### config.mk
export PLATFORM = sky130hd
export DESIGN_NAME = sfpd_protect_top
export DESIGN_NICKNAME = d
export VERILOG_FILES = /design/src/hw/sfpd_pkg.sv /design/src/hw/sfpd_protect_top.sv /design/src/hw/sfpd_page_check.sv /design/src/hw/sfpd_range_decode.sv
export SDC_FILE = /design/constraint.sdc
export NUM_CORES = 1
export LEC_CHECK = 0
export BUFFER_PORTS_ARGS = -buffer_cell sky130_fd_sc_hd__buf_4
export CAP_MARGIN = 20
export CORE_MARGIN = 1.5
export CORE_UTILIZATION = 62
export DETAILED_ROUTE_END_ITERATION = 10
export PLACE_DENSITY = 0.85
export SLEW_MARGIN = 20
export SYNTH_ARGS = -nofsm -noshare
export SYNTH_HDL_FRONTEND = slang
export SYNTH_SLANG_ARGS = --single-unit
### constraint.sdc
create_clock -name i_clk -period 13.1 [get_ports i_clk]
set_clock_uncertainty 0.2 [all_clocks]
set_input_delay 2.62 -clock i_clk [delete_from_list [all_inputs] [get_ports i_clk]]
set_output_delay 2.62 -clock i_clk [all_outputs]
set_load 0.1 [all_outputs]
### src/hw/sfpd_pkg.sv
`default_nettype none
package sfpd_pkg;
  // Array geometry, byte spans on a 20-bit scale so the full size is representable
  localparam int              ADDR_W     = 19;
  localparam int              SPAN_W     = 20;
  localparam logic [19:0]     SPAN_NONE  = 20'h00000;
  localparam logic [19:0]     SPAN_PAGE  = 20'h00100;
  localparam logic [19:0]     SPAN_4K    = 20'h01000;
  localparam logic [19:0]     SPAN_8K    = 20'h02000;
  localparam logic [19:0]     SPAN_16K   = 20'h04000;
  localparam logic [19:0]     SPAN_32K   = 20'h08000;
  localparam logic [19:0]     SPAN_64K   = 20'h10000;
  localparam logic [19:0]     SPAN_128K  = 20'h20000;
  localparam logic [19:0]     SPAN_256K  = 20'h40000;
  localparam logic [19:0]     SPAN_ALL   = 20'h80000;
  localparam int              LEN_W      = 9;
  localparam logic [9:0]      PAGE_MAX   = 10'h100;
  localparam int              LEVEL_W    = 3;

  // APB register map
  localparam int              APB_ADDR_W = 12;
  localparam logic [11:0]     OFF_CFG    = 12'h000;
  localparam logic [11:0]     OFF_ADDR   = 12'h004;
  localparam logic [11:0]     OFF_CMD    = 12'h008;
  localparam logic [11:0]     OFF_STATUS = 12'h00c;

  // Protection configuration fields
  localparam int              CFG_SEL_BIT    = 0;
  localparam int              CFG_CMP_BIT    = 1;
  localparam int              CFG_SIZE_BIT   = 2;
  localparam int              CFG_BOTTOM_BIT = 3;
  localparam int              CFG_LEVEL_LSB  = 4;
  localparam int              CFG_W          = 7;
  localparam logic [6:0]      CFG_RESET      = 7'h00;

  // Command fields
  localparam int              CMD_OP_LSB  = 0;
  localparam int              CMD_LEN_LSB = 8;

  // Status fields
  localparam int              SB_BUSY_BIT  = 0;
  localparam int              SB_GRANT_BIT = 1;
  localparam int              SB_PROT_BIT  = 2;
  localparam int              SB_LEN_BIT   = 3;
  localparam int              SB_CFG_LSB   = 8;
  localparam int              SB_REJ_LSB   = 16;
  localparam int              REJ_W        = 16;

  typedef enum logic [1:0] {
    OP_PROGRAM   = 2'h0,
    OP_ERASE_4K  = 2'h1,
    OP_ERASE_32K = 2'h2,
    OP_ERASE_64K = 2'h3
  } sfpd_op_type;

  typedef enum logic [1:0] {
    ST_IDLE  = 2'h1,
    ST_CHECK = 2'h2
  } sfpd_state_type;
endpackage : sfpd_pkg
`default_nettype wire

### src/hw/sfpd_protect_top.sv
//Contract
//- 4 KB block holds sixteen pages; program 1-256 bytes
//- Pages align on 256-byte boundaries
//- Granularity 4 KB; whole array protectable
//- Range scheme only while scheme select clear
//- Complement bit inverts protected region
//- Unit size picks 64 KB or 4 KB steps
//- Bottom bit anchors region at address zero
//- Protected addresses refuse program and erase
//- Level zero without complement protects nothing
//- Top 64 KB steps: 070000h, 060000h, 040000h
//- Bottom 64 KB steps end 00FFFFh..03FFFFh
//- Top 4 KB steps from 07F000h down
//- Bottom 4 KB steps end 000FFFh upward
//- Complement, top 64 KB steps table
//- Complement, bottom 64 KB steps table
//- Complement, top 4 KB steps table
//- Complement, bottom 4 KB steps table
//- 32/64 KB erases use coarser complemented 4 KB-unit region
`timescale 1ns/1ns
`default_nettype none
module sfpd_protect_top (
  input  wire logic                   i_clk,
  input  wire logic                   i_sys_rst,
  input  wire logic                   i_psel,
  input  wire logic                   i_penable,
  input  wire logic                   i_pwrite,
  input  wire logic [11:0]            i_paddr,
  input  wire logic [31:0]            i_pwdata,
  input  wire logic [3:0]             i_pstrb,
  output logic [31:0]                 o_prdata,
  output logic                        o_pready,
  output logic                        o_pslverr,
  output logic                        o_op_valid,
  output logic                        o_op_reject,
  output sfpd_pkg::sfpd_op_type       o_op_kind,
  output logic [18:0]                 o_op_addr,
  output logic [8:0]                  o_op_len
);
  sfpd_pkg::sfpd_state_type state;
  logic [6:0]               cfg;
  logic [18:0]              addr_reg;
  logic [6:0]               snap_cfg;
  logic [18:0]              snap_addr;
  sfpd_pkg::sfpd_op_type    snap_op;
  logic [8:0]               snap_len;
  logic                     last_grant;
  logic                     last_prot;
  logic                     last_len;
  logic [15:0]              rej_count;
  logic                     setup;
  logic                     access;
  logic                     mapped;
  logic                     err_q;
  logic                     wr_cfg;
  logic                     wr_addr;
  logic                     wr_cmd;
  logic                     dec_protected;
  logic                     page_fits;
  logic                     len_ok;
  logic                     grant;
  logic [31:0]              next_prdata;
  logic                     next_err;

  assign setup    = i_psel && !i_penable;
  assign access   = i_psel && i_penable;
  assign mapped   = (i_paddr == sfpd_pkg::OFF_CFG) || (i_paddr == sfpd_pkg::OFF_ADDR) ||
                    (i_paddr == sfpd_pkg::OFF_CMD) || (i_paddr == sfpd_pkg::OFF_STATUS);
  // Zero wait states: data and error are prepared during the setup cycle
  assign o_pready = 1'b1;
  assign wr_cfg   = access && i_pwrite && !err_q && (i_paddr == sfpd_pkg::OFF_CFG) && i_pstrb[0];
  assign wr_addr  = access && i_pwrite && !err_q && (i_paddr == sfpd_pkg::OFF_ADDR);
  assign wr_cmd   = access && i_pwrite && !err_q && (i_paddr == sfpd_pkg::OFF_CMD);

  // A command while one is still being checked is refused, not queued
  always_comb begin
    next_err = !mapped || (i_pwrite && (i_paddr == sfpd_pkg::OFF_CMD) && (state == sfpd_pkg::ST_CHECK));
  end

  always_comb begin
    next_prdata = 32'h0000_0000;
    unique case (i_paddr)
      sfpd_pkg::OFF_CFG:  next_prdata[sfpd_pkg::CFG_W-1:0] = cfg;
      sfpd_pkg::OFF_ADDR: next_prdata[sfpd_pkg::ADDR_W-1:0] = addr_reg;
      sfpd_pkg::OFF_CMD: begin
        next_prdata[sfpd_pkg::CMD_OP_LSB +: 2] = snap_op;
        next_prdata[sfpd_pkg::CMD_LEN_LSB +: sfpd_pkg::LEN_W] = snap_len;
      end
      sfpd_pkg::OFF_STATUS: begin
        next_prdata[sfpd_pkg::SB_BUSY_BIT]  = (state == sfpd_pkg::ST_CHECK);
        next_prdata[sfpd_pkg::SB_GRANT_BIT] = last_grant;
        next_prdata[sfpd_pkg::SB_PROT_BIT]  = last_prot;
        next_prdata[sfpd_pkg::SB_LEN_BIT]   = last_len;
        next_prdata[sfpd_pkg::SB_CFG_LSB +: sfpd_pkg::CFG_W] = snap_cfg;
        next_prdata[sfpd_pkg::SB_REJ_LSB +: sfpd_pkg::REJ_W] = rej_count;
      end
      default: next_prdata = 32'h0000_0000;
    endcase
  end

  always_ff @(posedge i_clk or posedge i_sys_rst) begin
    if (i_sys_rst) begin
      o_prdata <= 32'h0000_0000;
      err_q    <= 1'b0;
    end else if (setup) begin
      o_prdata <= i_pwrite ? 32'h0000_0000 : next_prdata;
      err_q    <= next_err;
    end
  end

  assign o_pslverr = access && err_q;

  always_ff @(posedge i_clk or posedge i_sys_rst) begin
    if (i_sys_rst) begin
      cfg <= sfpd_pkg::CFG_RESET;
    end else if (wr_cfg) begin
      cfg <= i_pwdata[sfpd_pkg::CFG_W-1:0];
    end
  end

  always_ff @(posedge i_clk or posedge i_sys_rst) begin
    if (i_sys_rst) begin
      addr_reg <= 19'h00000;
    end else if (wr_addr) begin
      addr_reg <= i_pwdata[sfpd_pkg::ADDR_W-1:0];
    end
  end

  // Settings captured with the command; later writes cannot change its outcome
  always_ff @(posedge i_clk or posedge i_sys_rst) begin
    if (i_sys_rst) begin
      snap_cfg  <= sfpd_pkg::CFG_RESET;
      snap_addr <= 19'h00000;
      snap_op   <= sfpd_pkg::OP_PROGRAM;
      snap_len  <= 9'h000;
    end else if (wr_cmd) begin
      snap_cfg  <= cfg;
      snap_addr <= addr_reg;
      snap_op   <= sfpd_pkg::sfpd_op_type'(i_pwdata[sfpd_pkg::CMD_OP_LSB +: 2]);
      snap_len  <= i_pwdata[sfpd_pkg::CMD_LEN_LSB +: sfpd_pkg::LEN_W];
    end
  end

  always_ff @(posedge i_clk or posedge i_sys_rst) begin
    if (i_sys_rst) begin
      state <= sfpd_pkg::ST_IDLE;
    end else begin
      unique case (state)
        sfpd_pkg::ST_IDLE:  state <= wr_cmd ? sfpd_pkg::ST_CHECK : sfpd_pkg::ST_IDLE;
        sfpd_pkg::ST_CHECK: state <= sfpd_pkg::ST_IDLE;
        default:            state <= sfpd_pkg::ST_IDLE;
      endcase
    end
  end

  sfpd_range_decode u_range (
    .i_scheme_sel  (snap_cfg[sfpd_pkg::CFG_SEL_BIT]),
    .i_complement  (snap_cfg[sfpd_pkg::CFG_CMP_BIT]),
    .i_unit_size   (snap_cfg[sfpd_pkg::CFG_SIZE_BIT]),
    .i_from_bottom (snap_cfg[sfpd_pkg::CFG_BOTTOM_BIT]),
    .i_level       (snap_cfg[sfpd_pkg::CFG_LEVEL_LSB +: sfpd_pkg::LEVEL_W]),
    .i_op          (snap_op),
    .i_addr        (snap_addr),
    .o_protected   (dec_protected)
  );

  sfpd_page_check u_page (
    .i_offset (snap_addr[7:0]),
    .i_len    (snap_len),
    .o_fits   (page_fits)
  );

  // Erase length field is ignored; erases cover their aligned block
  assign len_ok = (snap_op != sfpd_pkg::OP_PROGRAM) || page_fits;
  assign grant  = len_ok && !dec_protected;

  always_ff @(posedge i_clk or posedge i_sys_rst) begin
    if (i_sys_rst) begin
      o_op_valid  <= 1'b0;
      o_op_reject <= 1'b0;
    end else begin
      o_op_valid  <= (state == sfpd_pkg::ST_CHECK) && grant;
      o_op_reject <= (state == sfpd_pkg::ST_CHECK) && !grant;
    end
  end

  always_ff @(posedge i_clk or posedge i_sys_rst) begin
    if (i_sys_rst) begin
      o_op_kind <= sfpd_pkg::OP_PROGRAM;
      o_op_addr <= 19'h00000;
      o_op_len  <= 9'h000;
    end else if (state == sfpd_pkg::ST_CHECK) begin
      o_op_kind <= snap_op;
      o_op_addr <= snap_addr;
      o_op_len  <= snap_len;
    end
  end

  always_ff @(posedge i_clk or posedge i_sys_rst) begin
    if (i_sys_rst) begin
      last_grant <= 1'b0;
      last_prot  <= 1'b0;
      last_len   <= 1'b0;
    end else if (state == sfpd_pkg::ST_CHECK) begin
      last_grant <= grant;
      last_prot  <= dec_protected;
      last_len   <= !len_ok;
    end
  end

  // Saturates so software never sees a wrapped count
  always_ff @(posedge i_clk or posedge i_sys_rst) begin
    if (i_sys_rst) begin
      rej_count <= 16'h0000;
    end else if ((state == sfpd_pkg::ST_CHECK) && !grant && (rej_count != 16'hffff)) begin
      rej_count <= rej_count + 16'h0001;
    end
  end

  property p_cmd_result;
    @(posedge i_clk) disable iff (i_sys_rst)
    wr_cmd |=> ##1 (o_op_valid ^ o_op_reject);
  endproperty
  a_cmd_result: assert property (p_cmd_result) else $error("command gave no single outcome");

  property p_valid_pulse;
    @(posedge i_clk) disable iff (i_sys_rst)
    o_op_valid |=> !o_op_valid && !o_op_reject;
  endproperty
  a_valid_pulse: assert property (p_valid_pulse) else $error("grant pulse longer than one cycle");

  property p_protect_refuse;
    @(posedge i_clk) disable iff (i_sys_rst)
    (state == sfpd_pkg::ST_CHECK) && dec_protected |=> o_op_reject && !o_op_valid;
  endproperty
  a_protect_refuse: assert property (p_protect_refuse) else $error("protected operation not refused");

  property p_scheme_off;
    @(posedge i_clk) disable iff (i_sys_rst)
    (state == sfpd_pkg::ST_CHECK) && snap_cfg[sfpd_pkg::CFG_SEL_BIT] && len_ok |=> o_op_valid;
  endproperty
  a_scheme_off: assert property (p_scheme_off) else $error("range scheme active while deselected");

  property p_page_bound;
    @(posedge i_clk) disable iff (i_sys_rst)
    o_op_valid && (o_op_kind == sfpd_pkg::OP_PROGRAM) |->
      ({2'b00, o_op_addr[7:0]} + {1'b0, o_op_len} <= sfpd_pkg::PAGE_MAX) && (o_op_len != 9'h000);
  endproperty
  a_page_bound: assert property (p_page_bound) else $error("program crosses page or has no bytes");

  property p_level_zero;
    @(posedge i_clk) disable iff (i_sys_rst)
    (state == sfpd_pkg::ST_CHECK) && !snap_cfg[sfpd_pkg::CFG_CMP_BIT] &&
      (snap_cfg[sfpd_pkg::CFG_LEVEL_LSB +: sfpd_pkg::LEVEL_W] == 3'h0) |-> !dec_protected;
  endproperty
  a_level_zero: assert property (p_level_zero) else $error("level zero protected something");

  property p_top_64k;
    @(posedge i_clk) disable iff (i_sys_rst)
    (state == sfpd_pkg::ST_CHECK) && (snap_cfg == 7'h10) |->
      dec_protected == ({1'b0, snap_addr} >= sfpd_pkg::SPAN_ALL - sfpd_pkg::SPAN_64K);
  endproperty
  a_top_64k: assert property (p_top_64k) else $error("top 64 KB range wrong");

  property p_bottom_4k;
    @(posedge i_clk) disable iff (i_sys_rst)
    (state == sfpd_pkg::ST_CHECK) && (snap_cfg == 7'h1c) |->
      dec_protected == ((snap_op == sfpd_pkg::OP_ERASE_64K) ? ({1'b0, snap_addr} < sfpd_pkg::SPAN_64K) :
                        (snap_op == sfpd_pkg::OP_ERASE_32K) ? ({1'b0, snap_addr} < sfpd_pkg::SPAN_32K) :
                        ({1'b0, snap_addr} < sfpd_pkg::SPAN_4K));
  endproperty
  a_bottom_4k: assert property (p_bottom_4k) else $error("bottom 4 KB range wrong");

  property p_cmp_all;
    @(posedge i_clk) disable iff (i_sys_rst)
    (state == sfpd_pkg::ST_CHECK) && (snap_cfg[3:0] == 4'h2) &&
      (snap_cfg[sfpd_pkg::CFG_LEVEL_LSB +: sfpd_pkg::LEVEL_W] == 3'h0) |=> o_op_reject;
  endproperty
  a_cmp_all: assert property (p_cmp_all) else $error("complement of nothing must refuse all");

  property p_coarse_32k;
    @(posedge i_clk) disable iff (i_sys_rst)
    (state == sfpd_pkg::ST_CHECK) && (snap_cfg == 7'h16) && (snap_op == sfpd_pkg::OP_ERASE_32K) |->
      dec_protected == ({1'b0, snap_addr} < sfpd_pkg::SPAN_ALL - sfpd_pkg::SPAN_32K);
  endproperty
  a_coarse_32k: assert property (p_coarse_32k) else $error("32 KB erase region not coarsened");
endmodule : sfpd_protect_top
`default_nettype wire

### src/hw/sfpd_page_check.sv
`timescale 1ns/1ns
`default_nettype none
module sfpd_page_check (
  input  wire logic [7:0] i_offset,
  input  wire logic [8:0] i_len,
  output logic            o_fits
);
  logic [9:0] end_excl;

  // A program must stay inside its 256-byte aligned page
  assign end_excl = {2'b00, i_offset} + {1'b0, i_len};
  assign o_fits   = (i_len != 9'h000) && (end_excl <= sfpd_pkg::PAGE_MAX);
endmodule : sfpd_page_check
`default_nettype wire

### src/hw/sfpd_range_decode.sv
`timescale 1ns/1ns
`default_nettype none
module sfpd_range_decode (
  input  wire logic                     i_scheme_sel,
  input  wire logic                     i_complement,
  input  wire logic                     i_unit_size,
  input  wire logic                     i_from_bottom,
  input  wire logic [2:0]               i_level,
  input  wire sfpd_pkg::sfpd_op_type    i_op,
  input  wire logic [18:0]              i_addr,
  output logic                          o_protected
);
  logic [19:0] span;
  logic [19:0] lo;
  logic [19:0] hi;
  logic [19:0] gran;
  logic [19:0] mask;
  logic [19:0] op_lo;
  logic [19:0] op_hi;
  logic        empty;

  // Size of the plain (uncomplemented) range
  always_comb begin
    span = sfpd_pkg::SPAN_NONE;
    if (!i_unit_size) begin
      unique case (i_level)
        3'h1:    span = sfpd_pkg::SPAN_64K;
        3'h2:    span = sfpd_pkg::SPAN_128K;
        3'h3:    span = sfpd_pkg::SPAN_256K;
        3'h4, 3'h5, 3'h6, 3'h7: span = sfpd_pkg::SPAN_ALL;
        default: span = sfpd_pkg::SPAN_NONE;
      endcase
    end else begin
      unique case (i_level)
        3'h1:    span = sfpd_pkg::SPAN_4K;
        3'h2:    span = sfpd_pkg::SPAN_8K;
        3'h3:    span = sfpd_pkg::SPAN_16K;
        3'h4, 3'h5: span = sfpd_pkg::SPAN_32K;
        3'h6, 3'h7: span = sfpd_pkg::SPAN_ALL;
        default: span = sfpd_pkg::SPAN_NONE;
      endcase
    end
  end

  always_comb begin
    lo    = sfpd_pkg::SPAN_NONE;
    hi    = sfpd_pkg::SPAN_ALL - 20'h00001;
    empty = 1'b0;
    unique case (i_op)
      sfpd_pkg::OP_ERASE_4K:  gran = sfpd_pkg::SPAN_4K;
      sfpd_pkg::OP_ERASE_32K: gran = sfpd_pkg::SPAN_32K;
      sfpd_pkg::OP_ERASE_64K: gran = sfpd_pkg::SPAN_64K;
      default:                gran = sfpd_pkg::SPAN_PAGE;
    endcase
    mask = ~(gran - 20'h00001);
    if (span == sfpd_pkg::SPAN_NONE) begin
      empty = !i_complement;
    end else if (!i_complement) begin
      if (i_from_bottom) begin
        hi = span - 20'h00001;
      end else begin
        lo = sfpd_pkg::SPAN_ALL - span;
      end
    end else if (span == sfpd_pkg::SPAN_ALL) begin
      empty = 1'b1;
    end else if (i_from_bottom) begin
      lo = span;
    end else begin
      hi = sfpd_pkg::SPAN_ALL - span - 20'h00001;
    end
    // 32 KB and 64 KB erases see the complemented 4 KB-unit region trimmed to their own grain
    if (i_complement && i_unit_size && !empty &&
        (i_op == sfpd_pkg::OP_ERASE_32K || i_op == sfpd_pkg::OP_ERASE_64K)) begin
      if (i_from_bottom) begin
        lo = (lo + gran - 20'h00001) & mask;
      end else if (((hi + 20'h00001) & mask) == sfpd_pkg::SPAN_NONE) begin
        empty = 1'b1;
      end else begin
        hi = ((hi + 20'h00001) & mask) - 20'h00001;
      end
    end
    op_lo = {1'b0, i_addr} & mask;
    op_hi = op_lo | ~mask;
  end

  // Any overlap with the protected region refuses the whole operation
  assign o_protected = !i_scheme_sel && !empty && (op_lo <= hi) && (op_hi >= lo);
endmodule : sfpd_range_decode
`default_nettype wire

==> Word level (Yosys, flattened, before mapping) <==
Index checks and enable logic that the tools add are counted.
{ "classes": {"addsub": 10, "order_cmp": 3, "n_eq_ne": 17, "mux": 37, "n_bitwise": 6, "n_reduce_logical": 46} }
{ "op_table": {"columns": ["op", "n"], "rows": [
  ["2-to-1 mux 20 bit", 16],
  ["one-hot mux 20 bit (5 select lines)", 1],
  ["one-hot mux 20 bit (4 select lines)", 1],
  ["subtractor 20 x 1 -> 20 bit, second input constant", 4],
  ["one-hot mux 17 bit (3 select lines)", 1],
  ["AND 20 bit", 2],
  ["logical NOT 20 bit", 2],
  ["inverter 20 bit", 2],
  ["2-to-1 mux 32 bit", 1],
  ["equality test 12 x 4 -> 1 bit, second input constant", 2],
  ["logical AND 1 bit", 22],
  ["one-hot mux 7 bit (3 select lines)", 1],
  ["adder 20 x 1 -> 20 bit, second input constant", 1],
  ["adder 20 x 17 -> 20 bit", 1],
  ["AND 19 x 20 -> 20 bit", 1],
  ["equality test 20 bit, second input constant", 1],
  ["greater-or-equal comparator 20 bit", 1],
  ["<= comparator 20 bit", 1],
  ["bitwise OR 20 bit", 1],
  ["subtractor 20 bit, first input constant", 1],
  ["subtractor 17 x 1 -> 18 bit, second input constant", 1],
  ["adder 16 x 1 -> 16 bit, second input constant", 1],
  ["inequality test 16 bit, second input constant", 1],
  ["2-to-1 mux 13 bit", 1],
  ["23 further kinds", 52]
]} }
{ "totals": {"register_bits": 149, "out_inout_bits": 66} }

==> Depth between registers and ports, before layout <==
{ "depth": {"word_depth": 25, "mapped_depth": 29, "ltp_nobuf": 27} }

==> Hierarchy <==
Synthesis repeated with hierarchy kept, for this count alone.
{ "hier_totals": {"hier_cells": 844, "hier_area_um2": 8479.4} }
{ "modules_own_cells": {"columns": ["mod", "n_inst", "cells_per_inst", "area_per_inst_um2", "seq_area_each_um2"], "rows": [
  ["sfpd_protect_top", 1, 507, 6228.5, 3729.8],
  ["sfpd_range_decode", 1, 285, 1846.8, 0.0],
  ["sfpd_page_check", 1, 52, 404.1, 0.0]
]} }

==> Worst setup path before layout <==
Ideal clock, no wire load.
{ "synth_timing": {"path_type": "input to output", "from": "input i_penable", "to": "output o_pslverr", "arrival_ns": 3.398, "required_ns": 10.280, "path_slack_ns": 6.882, "cell_stages": 1, "n_path_buf": 0, "cell_sequence": "and3_1"} }
{ "synth_via": {"elab_chain_len": 2} }
{ "synth_lines": {"columns": ["element", "line", "text"], "rows": [
  ["start, declared", "sfpd_protect_top.sv:26", "input wire logic i_penable,"],
  ["logical AND 1 bit", "sfpd_protect_top.sv:66", "assign access = i_psel && i_penable;"],
  ["logical AND 1 bit", "sfpd_protect_top.sv:111", "assign o_pslverr = access && err_q;"],
  ["end, declared", "sfpd_protect_top.sv:33", "output logic o_pslverr,"]
]} }
No other way between the ends.

==> Worst setup path after layout <==
{ "layout_timing": {"from": "register snap_cfg[2]", "to": "register rej_count[7]"} }
{ "layout_via": {"elab_chain_len": 22, "elab_cells_between_ends": 49, "classes_between": "add/sub (7); order compare (2); eq/ne (1); mux (22); bitwise (2); reduce/logical (15)"} }
{ "layout_lines": {"columns": ["element", "line", "text"], "rows": [
  ["start, declared", "sfpd_protect_top.sv:43", "logic [6:0] snap_cfg;"],
  ["start signal, assigned", "sfpd_protect_top.sv:132", "snap_cfg <= sfpd_pkg::CFG_RESET;"],
  ["start signal, assigned", "sfpd_protect_top.sv:137", "snap_cfg <= cfg;"],
  ["parallel branches: the longest is 16 deep, another holds subtractor 20 bit", null, null],
  ["logical AND 1 bit (*)", "sfpd_range_decode.sv:87", "assign o_protected = !i_scheme_sel && !empty && (op_lo <= hi) && (op_hi >= lo);"],
  ["logical NOT 1 bit (*)", "sfpd_protect_top.sv:175", "assign grant = len_ok && !dec_protected;"],
  ["logical AND 1 bit (*)", "sfpd_protect_top.sv:175", null],
  ["logical NOT 1 bit (*)", "sfpd_protect_top.sv:215", "end else if ((state == sfpd_pkg::ST_CHECK) && !grant && (rej_count != 16'hffff)) begin"],
  ["logical AND 1 bit (*) (2 in series)", "sfpd_protect_top.sv:215", null],
  ["end signal, assigned", "sfpd_protect_top.sv:216", "rej_count <= rej_count + 16'h0001;"],
  ["end, declared", "sfpd_protect_top.sv:50", "logic [15:0] rej_count;"]
]} }
Every way passes the cells marked *.
A chain may end at the register's enable or synchronous reset.

==> metrics.log <==
INFO  metric run_status = finished, final reports clean
INFO  metric ys_seq_elements = 149
INFO  metric clock_latency = 0.43 ns
INFO  metric finalPower = a little under 1 mW
INFO  metric final_util = 75.7%
INFO  metric antenna_left = 0
INFO  metric finalWeightedCongestion = about 0.91
INFO  metric worst_setup_path_start_kind = flip-flop
INFO  metric ys_top_cells_by_area = dfrtp_1 45%, mux2_2 9.8%, nand2_1 6.5%
INFO  metric rsz0062_at_grt = false
INFO  metric hold_path_class = reg -> reg
INFO  metric place_area = 0.00910 mm^2
INFO  metric power.density = 102 mW/mm^2
INFO  metric route.vias.total = 6,806
INFO  metric total_die_area = approximately 0.014 mm^2
INFO  metric io_buffer_count = 101
INFO  metric worst_slack = 6.15 ns
INFO  metric dieHeight = approximately 120 um
INFO  metric cpMaxStageDelayCell = dfrtp_1
INFO  metric synth_xor_area_share = 3.71%
INFO  metric detail_route.iter0.violations = approximately 600
INFO  metric timing.final.setup_violations = 0
INFO  metric drt-total-wl = 22,500 um
INFO  metric worst_stage_delay_on_the_critical_path = 0.81 ns
INFO  metric first_global_vias = 6,961
INFO  metric timing_max_transition_violations_final = 0
INFO  metric ys_warn_count = 0
INFO  metric crit_arrival = 7.09 ns
INFO  metric synthDominantAreaCellType = dfrtp_1
INFO  metric synthSimpleGateAreaFrac = 16.4%
INFO  metric row_count = 41
INFO  metric post_synth_adder_cell_area = 6.00%
INFO  metric cts.repair.resized = 0
INFO  metric layout-area-overhead-vs-synth = 17.5%
INFO  metric tritoncts = done
INFO  metric mean_cell_area_of_the_mapped_netlist = 10.0 um^2
INFO  metric largest_register_ff_count = 32
INFO  metric proportion_of_synthesized_chip_area_in_sequential_cells = 45.2%
INFO  metric largest_register_by_flop_count = o_prdata
INFO  metric yosys-mux-area-fraction = 10.4%
INFO  metric dp.final_hpwl = 15,600 um
INFO  metric mappedNetlistArea = slightly above 0.008 mm^2
INFO  metric route.detailed.drc = 0
INFO  metric achievable-frequency = 0.144 GHz
INFO  metric timing.final.crit_share = 53.1%
INFO  metric worst-path-max-fanout = 20
INFO  metric numCtsBuffers = 17
INFO  metric max-clock-path-buffers = 2
INFO  metric syn_inst = 824
INFO  metric total_inserted_antenna_cells = 0
INFO  metric grt.total_usage = 33.4%
INFO  metric critical_path.endpoint_type = flip-flop
INFO  metric core_region_area = 0.0128 mm^2
INFO  metric synth_top_family_by_area = simple AND/OR/NAND/NOR gates
INFO  metric drv_cap = 0
INFO  metric yosysUniqueCellTypes = 76
INFO  metric max-slew-margin-rel = 30.8%
INFO  metric die_width = 118 um
INFO  metric final.setup.tns = 0 ns
INFO  metric worst_setup_hold_path_clk_slew = ~0.070 ns
INFO  metric number_of_antenna_violations_at_the_first_check_in_global_routing = 0
INFO  metric top_level_ports = between 100 and 150
INFO  metric criticalPathCategory = reg -> reg
INFO  metric crit_path_frequent_cell = ha_1
INFO  metric peak_vdd_ir = between 80 and 90 uV
INFO  metric drt_pre_antenna_iters = 5
INFO  metric post-route-cell-area = between 0.009 and 0.01 mm^2
INFO  metric floorplan.initialDensity = 64.4%
INFO  metric rrSetupSlack = 6.15 ns
INFO  metric required = 13.24 ns
INFO  metric grt_max_degree = 80
INFO  metric cts_hold_buf = 0
INFO  metric synth_nets = 916
INFO  metric post_place_setup_slack = ~6.3 ns
INFO  metric timing_worst_slew_pin_value = 1.03 ns
INFO  metric share_of_yosys_cell_area_claimed_by_the_top_area_cell_type = 44.8%
INFO  metric routed_wire_length_per_instance = 20.7 um
INFO  metric hold_viol_final = 0
INFO  metric grt_overflow_total = 0
INFO  metric synthFlopType = dfrtp_1
INFO  metric avgViaCountPerCell = between 6 and 7
INFO  metric nNetsFinal = 997
INFO  metric ys_async_sr_fraction = 100%
INFO  metric number_of_flops_mapped_to_enable_cells_by_yosys = 0
INFO  metric synth_compound_area_share = 14.5%
INFO  metric leakage_dissipation = 4.85 nW
INFO  metric clkSinkCount = 149
INFO  metric grt_pass1_wl = between 30,000 and 40,000 um
INFO  metric clock-root-buffer = clkbuf_16
INFO  metric final.min_clock_period = 6.95 ns
INFO  metric htree_num_levels = 4
INFO  metric post_cts.repair.setup_buffers = 0
INFO  metric layout-drive-gt1-share = about a quarter
==> cell usage in the layout, fill, tap and decap left out, types with 3 or more instances in the layout <==
| cell | synthesis | layout |
|---|---|---|
| nand3_1 | 10 | 10 |
| xnor2_1 | 25 | 25 |
| or3_1 | 4 | 4 |
| nand2b_1 | 15 | 15 |
| nand4_1 | 9 | 9 |
| nor2_1 | 24 | 23 |
| o21a_1 | 7 | 7 |
| clkinv_4 | 0 | 4 |
| a31oi_1 | 8 | 8 |
| nand2_1 | 142 | 142 |
| o32ai_1 | 3 | 3 |
| o31ai_1 | 4 | 4 |
| nor2b_1 | 20 | 19 |
| inv_1 | 27 | 26 |
| xor2_1 | 10 | 10 |
| mux2_2 | 72 | 72 |
| ha_1 | 38 | 38 |
| dfrtp_1 | 148 | 148 |
| clkbuf_16 | 0 | 17 |
| nand3b_1 | 4 | 4 |
| a21o_1 | 7 | 7 |
| and3_1 | 11 | 11 |
| a41o_1 | 3 | 3 |
| and2_1 | 5 | 5 |
| a22o_1 | 16 | 16 |
| a22oi_1 | 17 | 17 |
| or2_2 | 6 | 6 |
| buf_4 | 3 | 109 |
| a21boi_0 | 3 | 3 |
| mux2i_1 | 4 | 4 |
| o21ai_0 | 46 | 46 |
| nor4_1 | 6 | 6 |
| a21oi_1 | 22 | 22 |
| inv_6 | 0 | 6 |
| nor3_1 | 12 | 12 |
==> where the power goes <==
part / internal, mW / total, mW / switching (mW)
logic: 0.0109 / 0.0332 / 0.0223
registers: 0.461 / 0.461 / 0.000392
clock network: 0.291 / 0.500 / 0.209
total: 0.762 / 0.994 / 0.232
==> Yosys cell counts, drive strengths merged, types with 8 or more instances <==
cell type    n
a21oi       23
a22o        16
a22oi       18
a31oi        8
and3        11
buf         17
clkbuf      30
dfrtp      148
ha          38
inv         27
mux2        73
nand2      142
nand2b      15
nand3       11
nand4        9
nor2        24
nor2b       20
nor3        12
o21ai       47
xnor2       25
xor2        10
==> final cells by class <==
class,count,area (um^2)
Fill cell,862,3120
Tap cell,172,215
Inverter,27,106
Timing Repair Buffer,109,818
Sequential cell,149,3730
Clock inverter,14,165
Clock buffer,18,439
Multi-Input combinational cell,601,4230
==> critical path, delay by kind of cell (launching register included) <==
family	cells	cell delay (ns)
simple gates	7	1.69
flops	1	0.81
fa+ha+maj	4	1.10
buf+inv	2	0.24
xor+xnor	2	0.37
compound gates	13	2.47
==> routing by layer <==
layer | share of wire (%) | GRT usage [%]
met1 | 40 | 41.8
met2 | 50 | 56.8
met3 | 6.4 | 7.58
met4 | 3.0 | 12.3
met5 | 0 | 0
==> worst paths after layout <==
kind,start,endpoint,depth (start not counted)
max,snap_cfg[2],rej_count[7],28
min,snap_addr[10],o_op_addr[10],2
max reg2reg,snap_cfg[2],rej_count[7],28
min reg2reg,snap_addr[10],o_op_addr[10],2
max in group asynchronous,i_sys_rst,o_op_addr[11],3
min in group asynchronous,i_sys_rst,o_op_addr[18],2
==> per-stage QoR <==
step,hold slack (ns),std cells
after global placement,0.249,1058
after CTS,0.276,1090
after detailed placement,0.262,1058
after floorplan,0.235,824
final,0.270,1090
after global routing,0.289,1090
==> logic make-up after synthesis <==
| group | after synthesis |
|---|---|
| buffers and inverters | 74 |
| xor gates and xnor gates | 35 |
| DFF | 149 |
| other | 2 |
| adders and majority gates | 39 |
| AOI/OAI and AO/OA | 168 |
| and+or+nand+nor | 280 |
| muxes | 77 |
No activity file was read; power rests on OpenSTA's default activity.
